**src/core/ppaf_pkg.sv**
```systemverilog
package ppaf_pkg;
    localparam int PORT_W        = 8;
    localparam int SYNC_STAGES   = 2;
    // Reset needs two machine cycles of twelve oscillator periods each.
    localparam int OSC_PER_MC    = 12;
    localparam int RESET_MC      = 2;
    localparam int RESET_CYCLES  = OSC_PER_MC * RESET_MC;
    localparam int SYS_CLOCK_OUT_DIV    = 12;
    localparam logic [7:0] PORT_RESET = 8'hFF;
    // Pin positions on the control_alt_port.
    localparam int CA_RX  = 0;
    localparam int CA_TX  = 1;
    localparam int CA_IRA = 2;
    localparam int CA_IRB = 3;
    localparam int CA_CA  = 4;
    localparam int CA_CB  = 5;
    localparam int CA_WR  = 6;
    localparam int CA_RD  = 7;
    // Pin positions on the timer_alt_port.
    localparam int TA_IRC = 4;
    localparam int TA_RLD = 5;
    localparam int TA_CLK = 6;
    localparam int TA_CC  = 7;
    typedef enum logic [1:0] {PPAF_BUS_PORT, PPAF_BUS_WIDE,
                              PPAF_BUS_NARROW, PPAF_BUS_FETCH} ppaf_bus_t;
endpackage

```
**src/core/ppaf_ports.sv**
```systemverilog
// Summary of operation
// - Power saving only while power_save_allow low.
// - Reset after reset pin low two machine cycles.
// - Eight-bit ports; latch one means weak pull-up.
// - Analog input port is input only.
// - Pins 0,1 carry serial receive and transmit.
// - Pins 2-5 carry interrupts and counter inputs.
// - Pins 6,7 carry external write, read strobes.
// - Timer pins 0-3 interrupt, compare, capture.
// - Timer pins 4-7: irq, reload, clock, counter.
// - Verify mode takes low address from timer port.
// - Oscillator input divided by two first.
// - High port drives address byte, strong ones.
// - Narrow moves keep high port latch value.
// - Clock output is clk divided by twelve.
`timescale 1ns/1ps
`default_nettype none
module ppaf_ports
    import ppaf_pkg::*;
#(
    parameter int W = PORT_W
) (
    input  wire logic         clk,
    input  wire logic         reset,
    input  wire logic         osc_drive_in,
    input  wire logic         reset_pin_n,
    input  wire logic         power_save_allow,
    input  wire logic         idle_req,
    input  wire logic         pdown_req,
    input  wire logic         latch_we,
    input  wire logic [2:0]   latch_sel,
    input  wire logic [W-1:0] latch_wdata,
    input  wire logic [W-1:0] timer_alt_in,
    input  wire logic [W-1:0] high_address_in,
    input  wire logic [W-1:0] control_alt_in,
    input  wire logic [W-1:0] plain_io_in,
    input  wire logic [W-1:0] aux_io_in,
    input  wire logic [W-1:0] analog_input_port,
    input  wire logic [1:0]   bus_mode,
    input  wire logic [W-1:0] addr_high,
    input  wire logic         serial_sync_mode,
    input  wire logic         serial_tx_bit,
    input  wire logic         serial_rx_drive,
    input  wire logic         ext_write_strobe_n,
    input  wire logic         ext_read_strobe_n,
    input  wire logic [3:0]   compare_en,
    input  wire logic [3:0]   compare_val,
    input  wire logic         sys_clock_out_en,
    input  wire logic         verify_mode,
    output logic [W-1:0]      timer_alt_out,
    output logic [W-1:0]      timer_alt_oe,
    output logic [W-1:0]      high_address_out,
    output logic [W-1:0]      high_address_oe,
    output logic [W-1:0]      control_alt_out,
    output logic [W-1:0]      control_alt_oe,
    output logic [W-1:0]      plain_io_out,
    output logic [W-1:0]      plain_io_oe,
    output logic [W-1:0]      aux_io_out,
    output logic [W-1:0]      aux_io_oe,
    output logic [W-1:0]      timer_alt_rd_q,
    output logic [W-1:0]      high_address_rd_q,
    output logic [W-1:0]      control_alt_rd_q,
    output logic [W-1:0]      plain_io_rd_q,
    output logic [W-1:0]      aux_io_rd_q,
    output logic [W-1:0]      analog_digital_q,
    output logic [W-1:0]      analog_mux_q,
    output logic              serial_rx_line_q,
    output logic              ext_irq_a_q,
    output logic              ext_irq_b_q,
    output logic              ext_irq_c_q,
    output logic [3:0]        irq_capcomp_q,
    output logic              count_in_a_q,
    output logic              count_in_b_q,
    output logic              count_in_c_q,
    output logic              reload_trigger_in_q,
    output logic [W-1:0]      verify_addr_q,
    output logic              idle_q,
    output logic              pdown_q,
    output logic              chip_reset_q,
    output logic              osc_half_q
);
    localparam int NP = 5;
    localparam int RCW = $clog2(RESET_CYCLES + 1);
    localparam int CKW = $clog2(SYS_CLOCK_OUT_DIV);

    logic [W-1:0] latch_q [NP];
    logic [W-1:0] s1_q [NP+1];
    logic [W-1:0] s2_q [NP+1];
    logic [W-1:0] pin_in [NP+1];
    logic         rst_s1_q, rst_s2_q, ps_s1_q, ps_s2_q;
    logic [RCW-1:0] rst_cnt_q;
    logic [CKW-1:0] ck_cnt_q;
    logic         clk_div_q, osc_prev_q;
    logic [W-1:0] ta_d, ta_oe_d, ca_d, ca_oe_d, ha_d, ha_oe_d;

    // Quasi-bidirectional pin: a zero drives strong, a one only pulls weakly.
    function automatic logic [W-1:0] quasi_oe(input logic [W-1:0] v);
        return ~v;
    endfunction

    assign pin_in[0] = timer_alt_in;
    assign pin_in[1] = high_address_in;
    assign pin_in[2] = control_alt_in;
    assign pin_in[3] = plain_io_in;
    assign pin_in[4] = aux_io_in;
    assign pin_in[5] = analog_input_port;

    always_ff @(posedge clk or posedge reset) begin
        if (reset) begin
            for (int i = 0; i < NP; i++) latch_q[i] <= PORT_RESET;
        end else if (latch_we && latch_sel < 3'(NP)) begin
            latch_q[latch_sel] <= latch_wdata;
        end
    end

    always_ff @(posedge clk or posedge reset) begin
        if (reset) begin
            for (int i = 0; i <= NP; i++) begin
                s1_q[i] <= '0;
                s2_q[i] <= '0;
            end
        end else begin
            for (int i = 0; i <= NP; i++) begin
                s1_q[i] <= pin_in[i];
                s2_q[i] <= s1_q[i];
            end
        end
    end

    always_ff @(posedge clk or posedge reset) begin
        if (reset) begin
            timer_alt_rd_q      <= '0;
            high_address_rd_q   <= '0;
            control_alt_rd_q    <= '0;
            plain_io_rd_q       <= '0;
            aux_io_rd_q         <= '0;
            analog_digital_q    <= '0;
            analog_mux_q        <= '0;
            serial_rx_line_q    <= 1'b0;
            ext_irq_a_q         <= 1'b0;
            ext_irq_b_q         <= 1'b0;
            ext_irq_c_q         <= 1'b0;
            irq_capcomp_q       <= '0;
            count_in_a_q        <= 1'b0;
            count_in_b_q        <= 1'b0;
            count_in_c_q        <= 1'b0;
            reload_trigger_in_q <= 1'b0;
            verify_addr_q       <= '0;
        end else begin
            timer_alt_rd_q      <= s2_q[0];
            high_address_rd_q   <= s2_q[1];
            control_alt_rd_q    <= s2_q[2];
            plain_io_rd_q       <= s2_q[3];
            aux_io_rd_q         <= s2_q[4];
            analog_digital_q    <= s2_q[5];
            analog_mux_q        <= s2_q[5];
            // A latch at zero holds the pin low, so inputs see zero.
            serial_rx_line_q    <= s2_q[2][CA_RX];
            ext_irq_a_q         <= s2_q[2][CA_IRA];
            ext_irq_b_q         <= s2_q[2][CA_IRB];
            count_in_a_q        <= s2_q[2][CA_CA];
            count_in_b_q        <= s2_q[2][CA_CB];
            irq_capcomp_q       <= s2_q[0][3:0];
            ext_irq_c_q         <= s2_q[0][TA_IRC];
            reload_trigger_in_q <= s2_q[0][TA_RLD];
            count_in_c_q        <= s2_q[0][TA_CC];
            if (verify_mode) begin
                verify_addr_q <= s2_q[0];
            end
        end
    end

    // Control port pins: latch AND secondary function; timer and high port functions replace the latch.
    always_comb begin
        ca_d = latch_q[2];
        ca_d[CA_RX] = latch_q[2][CA_RX] & (~serial_sync_mode
                      | serial_rx_drive);
        ca_d[CA_TX] = latch_q[2][CA_TX] & serial_tx_bit;
        ca_d[CA_WR] = latch_q[2][CA_WR] & ext_write_strobe_n;
        ca_d[CA_RD] = latch_q[2][CA_RD] & ext_read_strobe_n;
        ca_oe_d = quasi_oe(ca_d);
        ta_d = latch_q[0];
        ta_oe_d = quasi_oe(latch_q[0]);
        for (int i = 0; i < 4; i++) begin
            if (compare_en[i]) begin
                ta_d[i] = compare_val[i];
                ta_oe_d[i] = 1'b1;
            end
        end
        if (sys_clock_out_en) begin
            ta_d[TA_CLK] = clk_div_q;
            ta_oe_d[TA_CLK] = 1'b1;
        end
        ha_d = latch_q[1];
        ha_oe_d = quasi_oe(latch_q[1]);
        if (bus_mode == PPAF_BUS_WIDE || bus_mode == PPAF_BUS_FETCH) begin
            ha_d = addr_high;
            ha_oe_d = '1;
        end // Narrow moves fall through to the latch.
    end

    always_ff @(posedge clk or posedge reset) begin
        if (reset) begin
            timer_alt_out    <= PORT_RESET;
            timer_alt_oe     <= '0;
            high_address_out <= PORT_RESET;
            high_address_oe  <= '0;
            control_alt_out  <= PORT_RESET;
            control_alt_oe   <= '0;
            plain_io_out     <= PORT_RESET;
            plain_io_oe      <= '0;
            aux_io_out       <= PORT_RESET;
            aux_io_oe        <= '0;
        end else begin
            timer_alt_out    <= ta_d;
            timer_alt_oe     <= ta_oe_d;
            high_address_out <= ha_d;
            high_address_oe  <= ha_oe_d;
            control_alt_out  <= ca_d;
            control_alt_oe   <= ca_oe_d;
            plain_io_out     <= latch_q[3];
            plain_io_oe      <= quasi_oe(latch_q[3]);
            aux_io_out       <= latch_q[4];
            aux_io_oe        <= quasi_oe(latch_q[4]);
        end
    end

    // Only rising oscillator edges toggle, so a long high phase counts once.
    always_ff @(posedge clk or posedge reset) begin
        if (reset) begin
            osc_prev_q <= 1'b1;
            osc_half_q <= 1'b0;
        end else begin
            osc_prev_q <= osc_drive_in;
            if (osc_drive_in && !osc_prev_q) begin
                osc_half_q <= ~osc_half_q;
            end
        end
    end

    always_ff @(posedge clk or posedge reset) begin
        if (reset) begin
            ck_cnt_q  <= '0;
            clk_div_q <= 1'b0;
        end else if (ck_cnt_q == CKW'(SYS_CLOCK_OUT_DIV / 2 - 1)) begin
            ck_cnt_q  <= '0;
            clk_div_q <= ~clk_div_q;
        end else begin
            ck_cnt_q  <= ck_cnt_q + 1'b1;
        end
    end

    always_ff @(posedge clk or posedge reset) begin
        if (reset) begin
            rst_s1_q     <= 1'b1;
            rst_s2_q     <= 1'b1;
            rst_cnt_q    <= '0;
            chip_reset_q <= 1'b0;
        end else begin
            rst_s1_q <= reset_pin_n;
            rst_s2_q <= rst_s1_q;
            if (rst_s2_q) begin
                rst_cnt_q    <= '0;
                chip_reset_q <= 1'b0;
            end else if (rst_cnt_q == RCW'(RESET_CYCLES - 1)) begin
                chip_reset_q <= 1'b1;
            end else begin
                rst_cnt_q <= rst_cnt_q + 1'b1;
            end
        end
    end

    always_ff @(posedge clk or posedge reset) begin
        if (reset) begin
            ps_s1_q <= 1'b1;
            ps_s2_q <= 1'b1;
            idle_q  <= 1'b0;
            pdown_q <= 1'b0;
        end else begin
            ps_s1_q <= power_save_allow;
            ps_s2_q <= ps_s1_q;
            if (chip_reset_q) begin
                idle_q  <= 1'b0;
                pdown_q <= 1'b0;
            end else if (!ps_s2_q) begin
                if (pdown_req) pdown_q <= 1'b1;
                if (idle_req)  idle_q  <= 1'b1;
            end
        end
    end
endmodule
`default_nettype wire

```
**config.mk**
```make
export PLATFORM = sky130hd
export DESIGN_NAME = ppaf_ports
export DESIGN_NICKNAME = d
export VERILOG_FILES = /design/src/core/ppaf_pkg.sv /design/src/core/ppaf_ports.sv
export SDC_FILE = /design/constraint.sdc
export NUM_CORES = 1
export LEC_CHECK = 0
export BUFFER_PORTS_ARGS = -buffer_cell sky130_fd_sc_hd__clkbuf_2
export CORE_MARGIN = 1.5
export CORE_UTILIZATION = 38
export CTS_CLUSTER_SIZE = 12
export DETAILED_ROUTE_END_ITERATION = 10
export HOLD_SLACK_MARGIN = 0.08
export PLACE_DENSITY_LB_ADDON = 0.3
export SETUP_SLACK_MARGIN = 0.2
export SLEW_MARGIN = 20
export SYNTH_ARGS = -nofsm -noshare
export SYNTH_HDL_FRONTEND = slang
export SYNTH_SLANG_ARGS = --single-unit
```
**constraint.sdc**
```tcl
create_clock -name clk -period 12.75 [get_ports clk]
set_input_delay 1.275 -clock clk [delete_from_list [all_inputs] [get_ports clk]]
set_output_delay 1.275 -clock clk [all_outputs]
set_load 0.02 [all_outputs]
```
==> metrics.txt, run 1 <==
multi-input combinational cell area=1060 sq um; delay-heaviest family, CP=buffers and inverters; CTS tree=done; final cell count without fillers=1,048; first-pass GRT wire length=between 20 and 30 mm; row count=55; metal3 WL=approximately 1.2 mm; WHS=about 0.34 ns; synthesized instance count=between 400 and 500; Pint=around 0.0016 W; most frequent cells in the layout=250 x clkbuf_2, 206 x dfrtp_1, 85 x dfstp_2, 49 x mux2_2, 33 x nand2_1; Final Net Count=833; Critical path buffers and inverters=4; Worst Setup Path Type=input port to async pin; yosys warns=0; CTS max path bufs=3; initial antenna violation count=0; Clock Skew=about 0.013 ns; power share of the combinational group=10.9%; Core Region=between 20,000 and 25,000 sq um; Pre-antenna DRT Iters=4; #FFs+latches synth=between 200 and 300; Largest regs=s1_q: 48 flops, s2_q: 48 flops, latch_q: 36 flops; RSZ-0062 raised after global routing=no; Synth Cell Area=8730 sq um; Clock Sinks=slightly below 300; Period minus WS final=3.11 ns; Synth Area in Simple Gates=roughly 4.5%; die area=23,900 sq um; drt wl/cell=~15 microns; hold_buf cts=0; Leak Pwr=5.37 nW; mux contribution to synthesized area=under 10%; Placed Cells=roughly 990; detailed placement HPWL=roughly 11 mm; Setup violations, final=0; Max Clk Rate=around 320 MHz; largest family of logic cells by synthesized area=multiplexers; ANT cells=0; Fin. Hold Viols=0; # DRC=0; Max Cap Viol=0; Detail Route met2 WL=roughly 8.0 mm; grt ovf=0; switching power total=roughly 0.00053 W; XOR/XNOR Fraction of Synth Area=less than 1%; Clk Latency, worst-skew pair=roughly 0.54 ns; Final period util=between 20% and 30%; fraction of power spent switching nets=24.3%; Slowest-stage cell, CP=buf_4; synth unique cells=27; die width=155 microns; Final ANT Viol Nets=0; Hold Path Class=register to register; Final TNS setup=0 ns; root buffer cell=clkbuf_16; H-tree depth=1; fillers=~1,900; Adder-Cell Fraction of Synth Area=less than 1%; register area=7390 sq um; Worst EP arrival=3.68 ns; Port Buf Inserts=between 200 and 300; post-route cell area=about 11,000 sq um; VDD IR max=roughly 0.11 mV; max incr delay on CP=about 0.78 ns; Detailed Route WL=16.2 mm; Worst EP required=13.32 ns; worst r2r src=rst_cnt_q[0]$_DFFE_PP0P_; Synth Area in Compound Gates=less than 1%; Flop pwr share=approximately half; vias post-DR=4,482; PwrDens=just under 200 nW/um^2; Worst-path clk slew=about 0.060 ns; Met1 Routed Length=6.63 mm; status=complete, no violations; CTS resizes=0; DP Area=just over 10,000 sq um; Layout area overhead=27.8%; number of global-route vias before repair=between 4,000 and 5,000; largest net degree at the start of global routing=roughly 140; max-slew violations=0; die span in y=about 150 microns; gr usage total=about 14%; post-layout util=49.4%; Critical Path Source=reset; DR vias/cell=roughly 4.3; most common cell after layout, fill and taps aside=clkbuf_2; Post CTS Setup Buffer Count=0; clock network fraction of total power=38.1%; Mapped Nets=between 500 and 600; Mean Syn Cell Area=between 15 and 20 sq um; Inserted Clock Buffers=30; Ports=252; Setup crit end kind=async pin; Initial Util=approximately two fifths; layout cells sized above 1=56.5%; GP Congestion=around 0.75; starting DRC count in detailed routing=about 170; Setup crit start kind=input port; Slew headroom=a little under two fifths; Seq/Total Area, Yosys=a little over four fifths; measured slew at the worst slew-check pin=between 0.9 and 1 ns; min-delay src=s1_q[29]$_DFF_PP0_; critical-path cell list=clkbuf_2 -> inv_8 -> buf_6 -> buf_4; DR top layer=met4; critical path fanouts, max=approximately 140
==> kinds of logic (layout without fill, tap and decap cells) <==
family	count (synthesis)	after routing
AO/OA/AOI/OAI	9	9
adder cells (fa/ha/maj)	1	1
flip-flops	291	291
multiplexers	49	49
XOR/XNOR	6	6
AND/OR/NAND/NOR	68	68
buffers and inverters	55	339
==> synth_stat cells, drive strengths merged <==
cell,instances,area (sq um)
a21oi,4,20.0
a31oi,1,6.26
and4b,1,10.0
buf,21,155
clkbuf,2,7.51
dfrtp,206,5150
dfstp,85,2230
ha,1,12.5
inv,32,120
mux2,49,552
nand2,33,124
nand2b,16,108
nand3,3,15.0
nand4b,2,23.8
nor2,6,22.5
nor2b,1,6.26
nor3,3,37.5
nor3b,2,37.5
nor4b,1,8.76
o21ai,3,15.0
o21bai,1,7.51
xnor2,3,26.3
xor2,3,26.3
==> worst reg2reg max path, stage by stage (launching register included) <==
cell	delay, ns
dfrtp_1	0.39
ha_1	0.25
and4b_1	0.27
nand2_1	0.08
a21oi_1	0.14
==> metrics by stage <==
step                      power (W)  setup slack, ns
final                       0.00218             9.64
after floorplan             0.00126             3.58
after global routing        0.00228             9.23
after global placement      0.00136             8.91
after CTS                   0.00222             9.31
after detailed placement    0.00137             8.72
==> path summary, 6_finish.rpt <==
path / slack (ns) / end / depth (start not counted)
max: 9.64 / high_address_oe[5]$_DFF_PP0_ / 4
min: 0.34 / s2_q[29]$_DFF_PP0_ / 0
max reg2reg: 11.55 / rst_cnt_q[1]$_DFFE_PP0P_ / 4
min reg2reg: 0.34 / s2_q[29]$_DFF_PP0_ / 0
max in group clk: 10.25 / high_address_out[3] / 1
min in group asynchronous: 0.89 / aux_io_oe[2]$_DFF_PP0_ / 2
==> final cells by class <==
type                            instances  area share [%]
Tap cell                              285            3.20
Inverter                               32            1.14
Clock buffer                           51            7.80
Timing Repair Buffer                  252            11.4
Sequential cell                       291            66.2
Multi-Input combinational cell        133            9.49
Clock inverter                          4           0.752
==> power groups by stage <==
stage          Sequential [W]  Combinational [W]  Clock (W)
6_report              0.00111           0.000238   0.000831
5_1_grt               0.00113           0.000257   0.000900
4_1_cts               0.00111           0.000242   0.000859
3_5_place_dp          0.00113           0.000242          0
3_3_place_gp          0.00112           0.000238          0
2_1_floorplan         0.00119          0.0000706          0
==> metal layers <==
layer | global-route usage (%) | vias to the layer above
met3 | 4.01 | 30
li1 | - | 2029
met5 | 0 | -
met1 | 17.4 | 2254
met4 | 4.30 | 0
met2 | 23.1 | 169
Power figures use the tool's default switching activity.
==> run 2, diff against run 1 <==
- ABC_AREA: default -> 1
- clock period: 12.75 -> 2.8 ns (I/O delays scaled with it)
==> run 2 against run 1 <==
Net effect: first-iteration DRC count fell by 2.4%; via count rose by 17%; count of clock-buffer cells in the layout fell by 1; largest cell class unchanged.
==> metrics.txt, run 2 <==
number of synthesized flops with an enable pin=0 (unchanged); first-pass GRT wire length=28.1 mm (was 25.9 mm); Period minus WS final=around 1.7 ns; CTS tree=done (unchanged); Worst EP required=3.25 ns (was 13.32 ns); Area contributors post-synth=dfrtp_1 58%, dfstp_2 25%, nand2_1 4.7% (was dfrtp_1 59%, dfstp_2 26%, mux2_2 6.3%); Hold Path Class=input port to register (was register to register); Post CTS Setup Buffer Count=0 (unchanged); Worst Setup Path Type=input port to register (was input port to async pin); ANT cells=0 (unchanged); worst r2r src=latch_q[35]$_DFFE_PP1P_ (was rst_cnt_q[0]$_DFFE_PP0P_); Final period util=between 60% and 70%; VDD IR max=0.498 mV (was 0.109 mV); post-layout util=54.4% (was 49.4%); Synth Cell Area=8810 sq um (was 8730 sq um); Critical R2R Capture=timer_alt_out[3]$_DFF_PP1_ (was rst_cnt_q[1]$_DFFE_PP0P_); Max Cap Viol=0 (unchanged); met2 Use GR=25.8% (was 23.1%); share of the synthesized area in the top cell type=58.5% (was 59.1%); measured slew at the worst slew-check pin=0.730 ns (was 0.939 ns); starting DRC count in detailed routing=162 (was 166); Detailed Route WL=17.8 mm (was 16.2 mm); PwrDens=802 nW/um^2 (was 195 nW/um^2); Slew headroom=51.2% (was 37.4%); Core Region=22,700 sq um (was 22,600 sq um); Inserted Clock Buffers=30 (unchanged); Clock Skew=0.0110 ns (was 0.0135 ns); fraction of registers with async set/reset=100% (unchanged); H-tree depth=1 (unchanged); root buffer cell=clkbuf_16 (unchanged); number of global-route vias before repair=5,468 (was 4,912); Leak Pwr=5.99 nW (was 5.37 nW); vias post-DR=5,254 (was 4,482); gr usage total=14.9% (was 13.8%); Worst Setup EP=timer_alt_out[0]$_DFF_PP1_ (was high_address_oe[5]$_DFF_PP0_); GP Congestion=0.747 (was 0.746); die area=24,100 sq um (was 23,900 sq um); Pre-antenna DRT Iters=5 (was 4); most common cell after layout, fill and taps aside=clkbuf_2 (unchanged); Setup WS pre-CTS=1.49 ns (was 8.72 ns); fillers=1,857 (was 1,902); synthesized instance count=569 (was 479); detailed placement HPWL=11.3 mm (was 10.8 mm); Seq/Total Area, Yosys=83.8% (was 84.6%); DR vias/cell=4.20 (was 4.28); largest net degree at the start of global routing=76 (was 138); critical path fanouts, max=2 (was 137); status=complete, no violations (unchanged); Placed Cells=1,088 (was 993); final cell count without fillers=1,251 (was 1,048); Initial Util=38.8% (was 38.7%); Fin. Hold Viols=0 (unchanged); gr busiest metal=met2 (unchanged); Final ANT Viol Nets=0 (unchanged); Clock Sinks=291 (unchanged); Worst EP arrival=2.20 ns (was 3.68 ns); Layout area overhead=40.1% (was 27.8%); Ports=252 (unchanged); Clk Latency, worst-skew pair=0.54 ns (about the same); Port Buf Inserts=250 (unchanged); Max Clk Rate=approximately 570 MHz; row count=55 (unchanged); grt met1 use=18.0% (was 17.4%); Critical Path Source=compare_en[0] (was reset); initial antenna violation count=0 (unchanged); FF-to-FF setup slack=1.47 ns (was 11.55 ns); die width=155 microns (about the same); setup ws final=1.06 ns (was 9.64 ns); Mapped Nets=662 (was 572); grt ovf=0 (unchanged); # DRC=0 (unchanged); Final Net Count=1,035 (was 833); Setup crit start kind=input port (unchanged); #FFs+latches synth=291 (unchanged); WHS=0.106 ns (was 0.342 ns); Reg2Reg Depth=3 (was 4); drt wl/cell=14.2 microns (was 15.5 microns); Synth Flop Type=dfrtp_1 (unchanged); die span in y=155 microns (about the same); RSZ-0062 raised after global routing=no (unchanged); Worst-path clk slew=0.06 ns (about the same); Pwr Total=0.00991 W (was 0.00218 W); yosys warns=0 (unchanged); synth unique cells=25 (was 27); most frequent cell after synthesis=dfrtp_1 (unchanged); Largest regs=s1_q: 48 flops, s2_q: 48 flops, latch_q: 36 flops (unchanged); met3 GRT Util=4.32% (was 4.01%); Mean Syn Cell Area=15.5 sq um (was 18.2 sq um); CTS max path bufs=3 (unchanged); top post-synthesis cells by count=206 x dfrtp_1, 111 x nand2_1, 85 x dfstp_2 (was 206 x dfrtp_1, 85 x dfstp_2, 49 x mux2_2); leading area contributor after synthesis=dfrtp_1 (unchanged); Setup violations, final=0 (unchanged); Setup crit end kind=register (was async pin); layout cells sized above 1=44.0% (was 56.5%); max-slew violations=0 (unchanged); most frequent cells in the layout=250 x clkbuf_2, 206 x dfrtp_1, 111 x nand2_1, 107 x dlygate4sd3_1, 85 x dfstp_2 (was 250 x clkbuf_2, 206 x dfrtp_1, 85 x dfstp_2, 49 x mux2_2, 33 x nand2_1)
run 2: kinds of logic (layout without fill, tap and decap cells):
| family | after synthesis | count (layout) | synth area share, % |
|---|---|---|---|
| buf+inv | 82 | 479 | 4.71 |
| mux | 8 | 8 | 1.02 |
| flops | 291 | 291 | 83.8 |
| simple gates | 145 | 145 | 7.11 |
| xor+xnor | 2 | 2 | 0.199 |
| compound gates | 40 | 40 | 2.98 |
| fa+ha+maj | 1 | 1 | 0.142 |
run 2: what timing repair did:
item,CTS,global route
resized for setup,0,0
hold endpoints to repair,113,0
hold buffers,107,0
run 2: metrics by stage:
| step | setup TNS (ns) | instance area, sq um |
|---|---|---|
| 6_report | 0 | 12300 |
| 4_1_cts | 0 | 12300 |
| 2_1_floorplan | -283.99 | 8820 |
| 3_3_place_gp | 0 | 10300 |
| 5_1_grt | 0 | 12300 |
| 3_5_place_dp | 0 | 10300 |
run 2: worst min-delay path by stage:
stage	from	end	slack, ns	cells past startpoint
final	latch_sel[1]	latch_q[6]$_DFFE_PP1P_	0.11	4
after global routing	latch_sel[1]	latch_q[6]$_DFFE_PP1P_	0.12	4
after CTS	latch_sel[1]	latch_q[6]$_DFFE_PP1P_	0.09	4
after detailed placement	s2_q[3]$_DFF_PP0_	analog_mux_q[3]$_DFF_PP0_	0.33	0
after global placement	s1_q[42]$_DFF_PP0_	s2_q[42]$_DFF_PP0_	0.33	0
after floorplan	osc_drive_in	osc_prev_q$_DFF_PP1_	0.28	0
run 2: final cells by class:
| class | count | area, sq um | share of cell area (%) |
|---|---|---|---|
| sequential | 291 | 7390 | 59.8 |
| timing repair buffer | 367 | 2420 | 19.6 |
| multi-input combinational | 196 | 1010 | 8.18 |
| clock buffer | 50 | 866 | 7.01 |
| tap | 285 | 357 | 2.89 |
| inverter | 56 | 214 | 1.73 |
| clock inverter | 6 | 91.3 | 0.740 |
run 2: layer usage:
metal  wire (microns)  vias to the layer above
met5                0                        -
met4              494                        0
met3             1280                       37
met2             8730                      192
met1             7310                     2544
li1                 -                     2481
run 2: worst max-delay path, cell delays in order:
cell and delay [ns]:
dlygate4sd3_1 0.55, clkbuf_2 0.12, nand2_1 0.06, dlygate4sd3_1 0.55
nand2_1 0.05, dlygate4sd3_1 0.57
run 2: where the power goes:
part           total [W]  internal, W  switching [W]
sequential       0.00497      0.00478       0.000190
combinational    0.00115     0.000425       0.000720
clock            0.00379      0.00228        0.00151
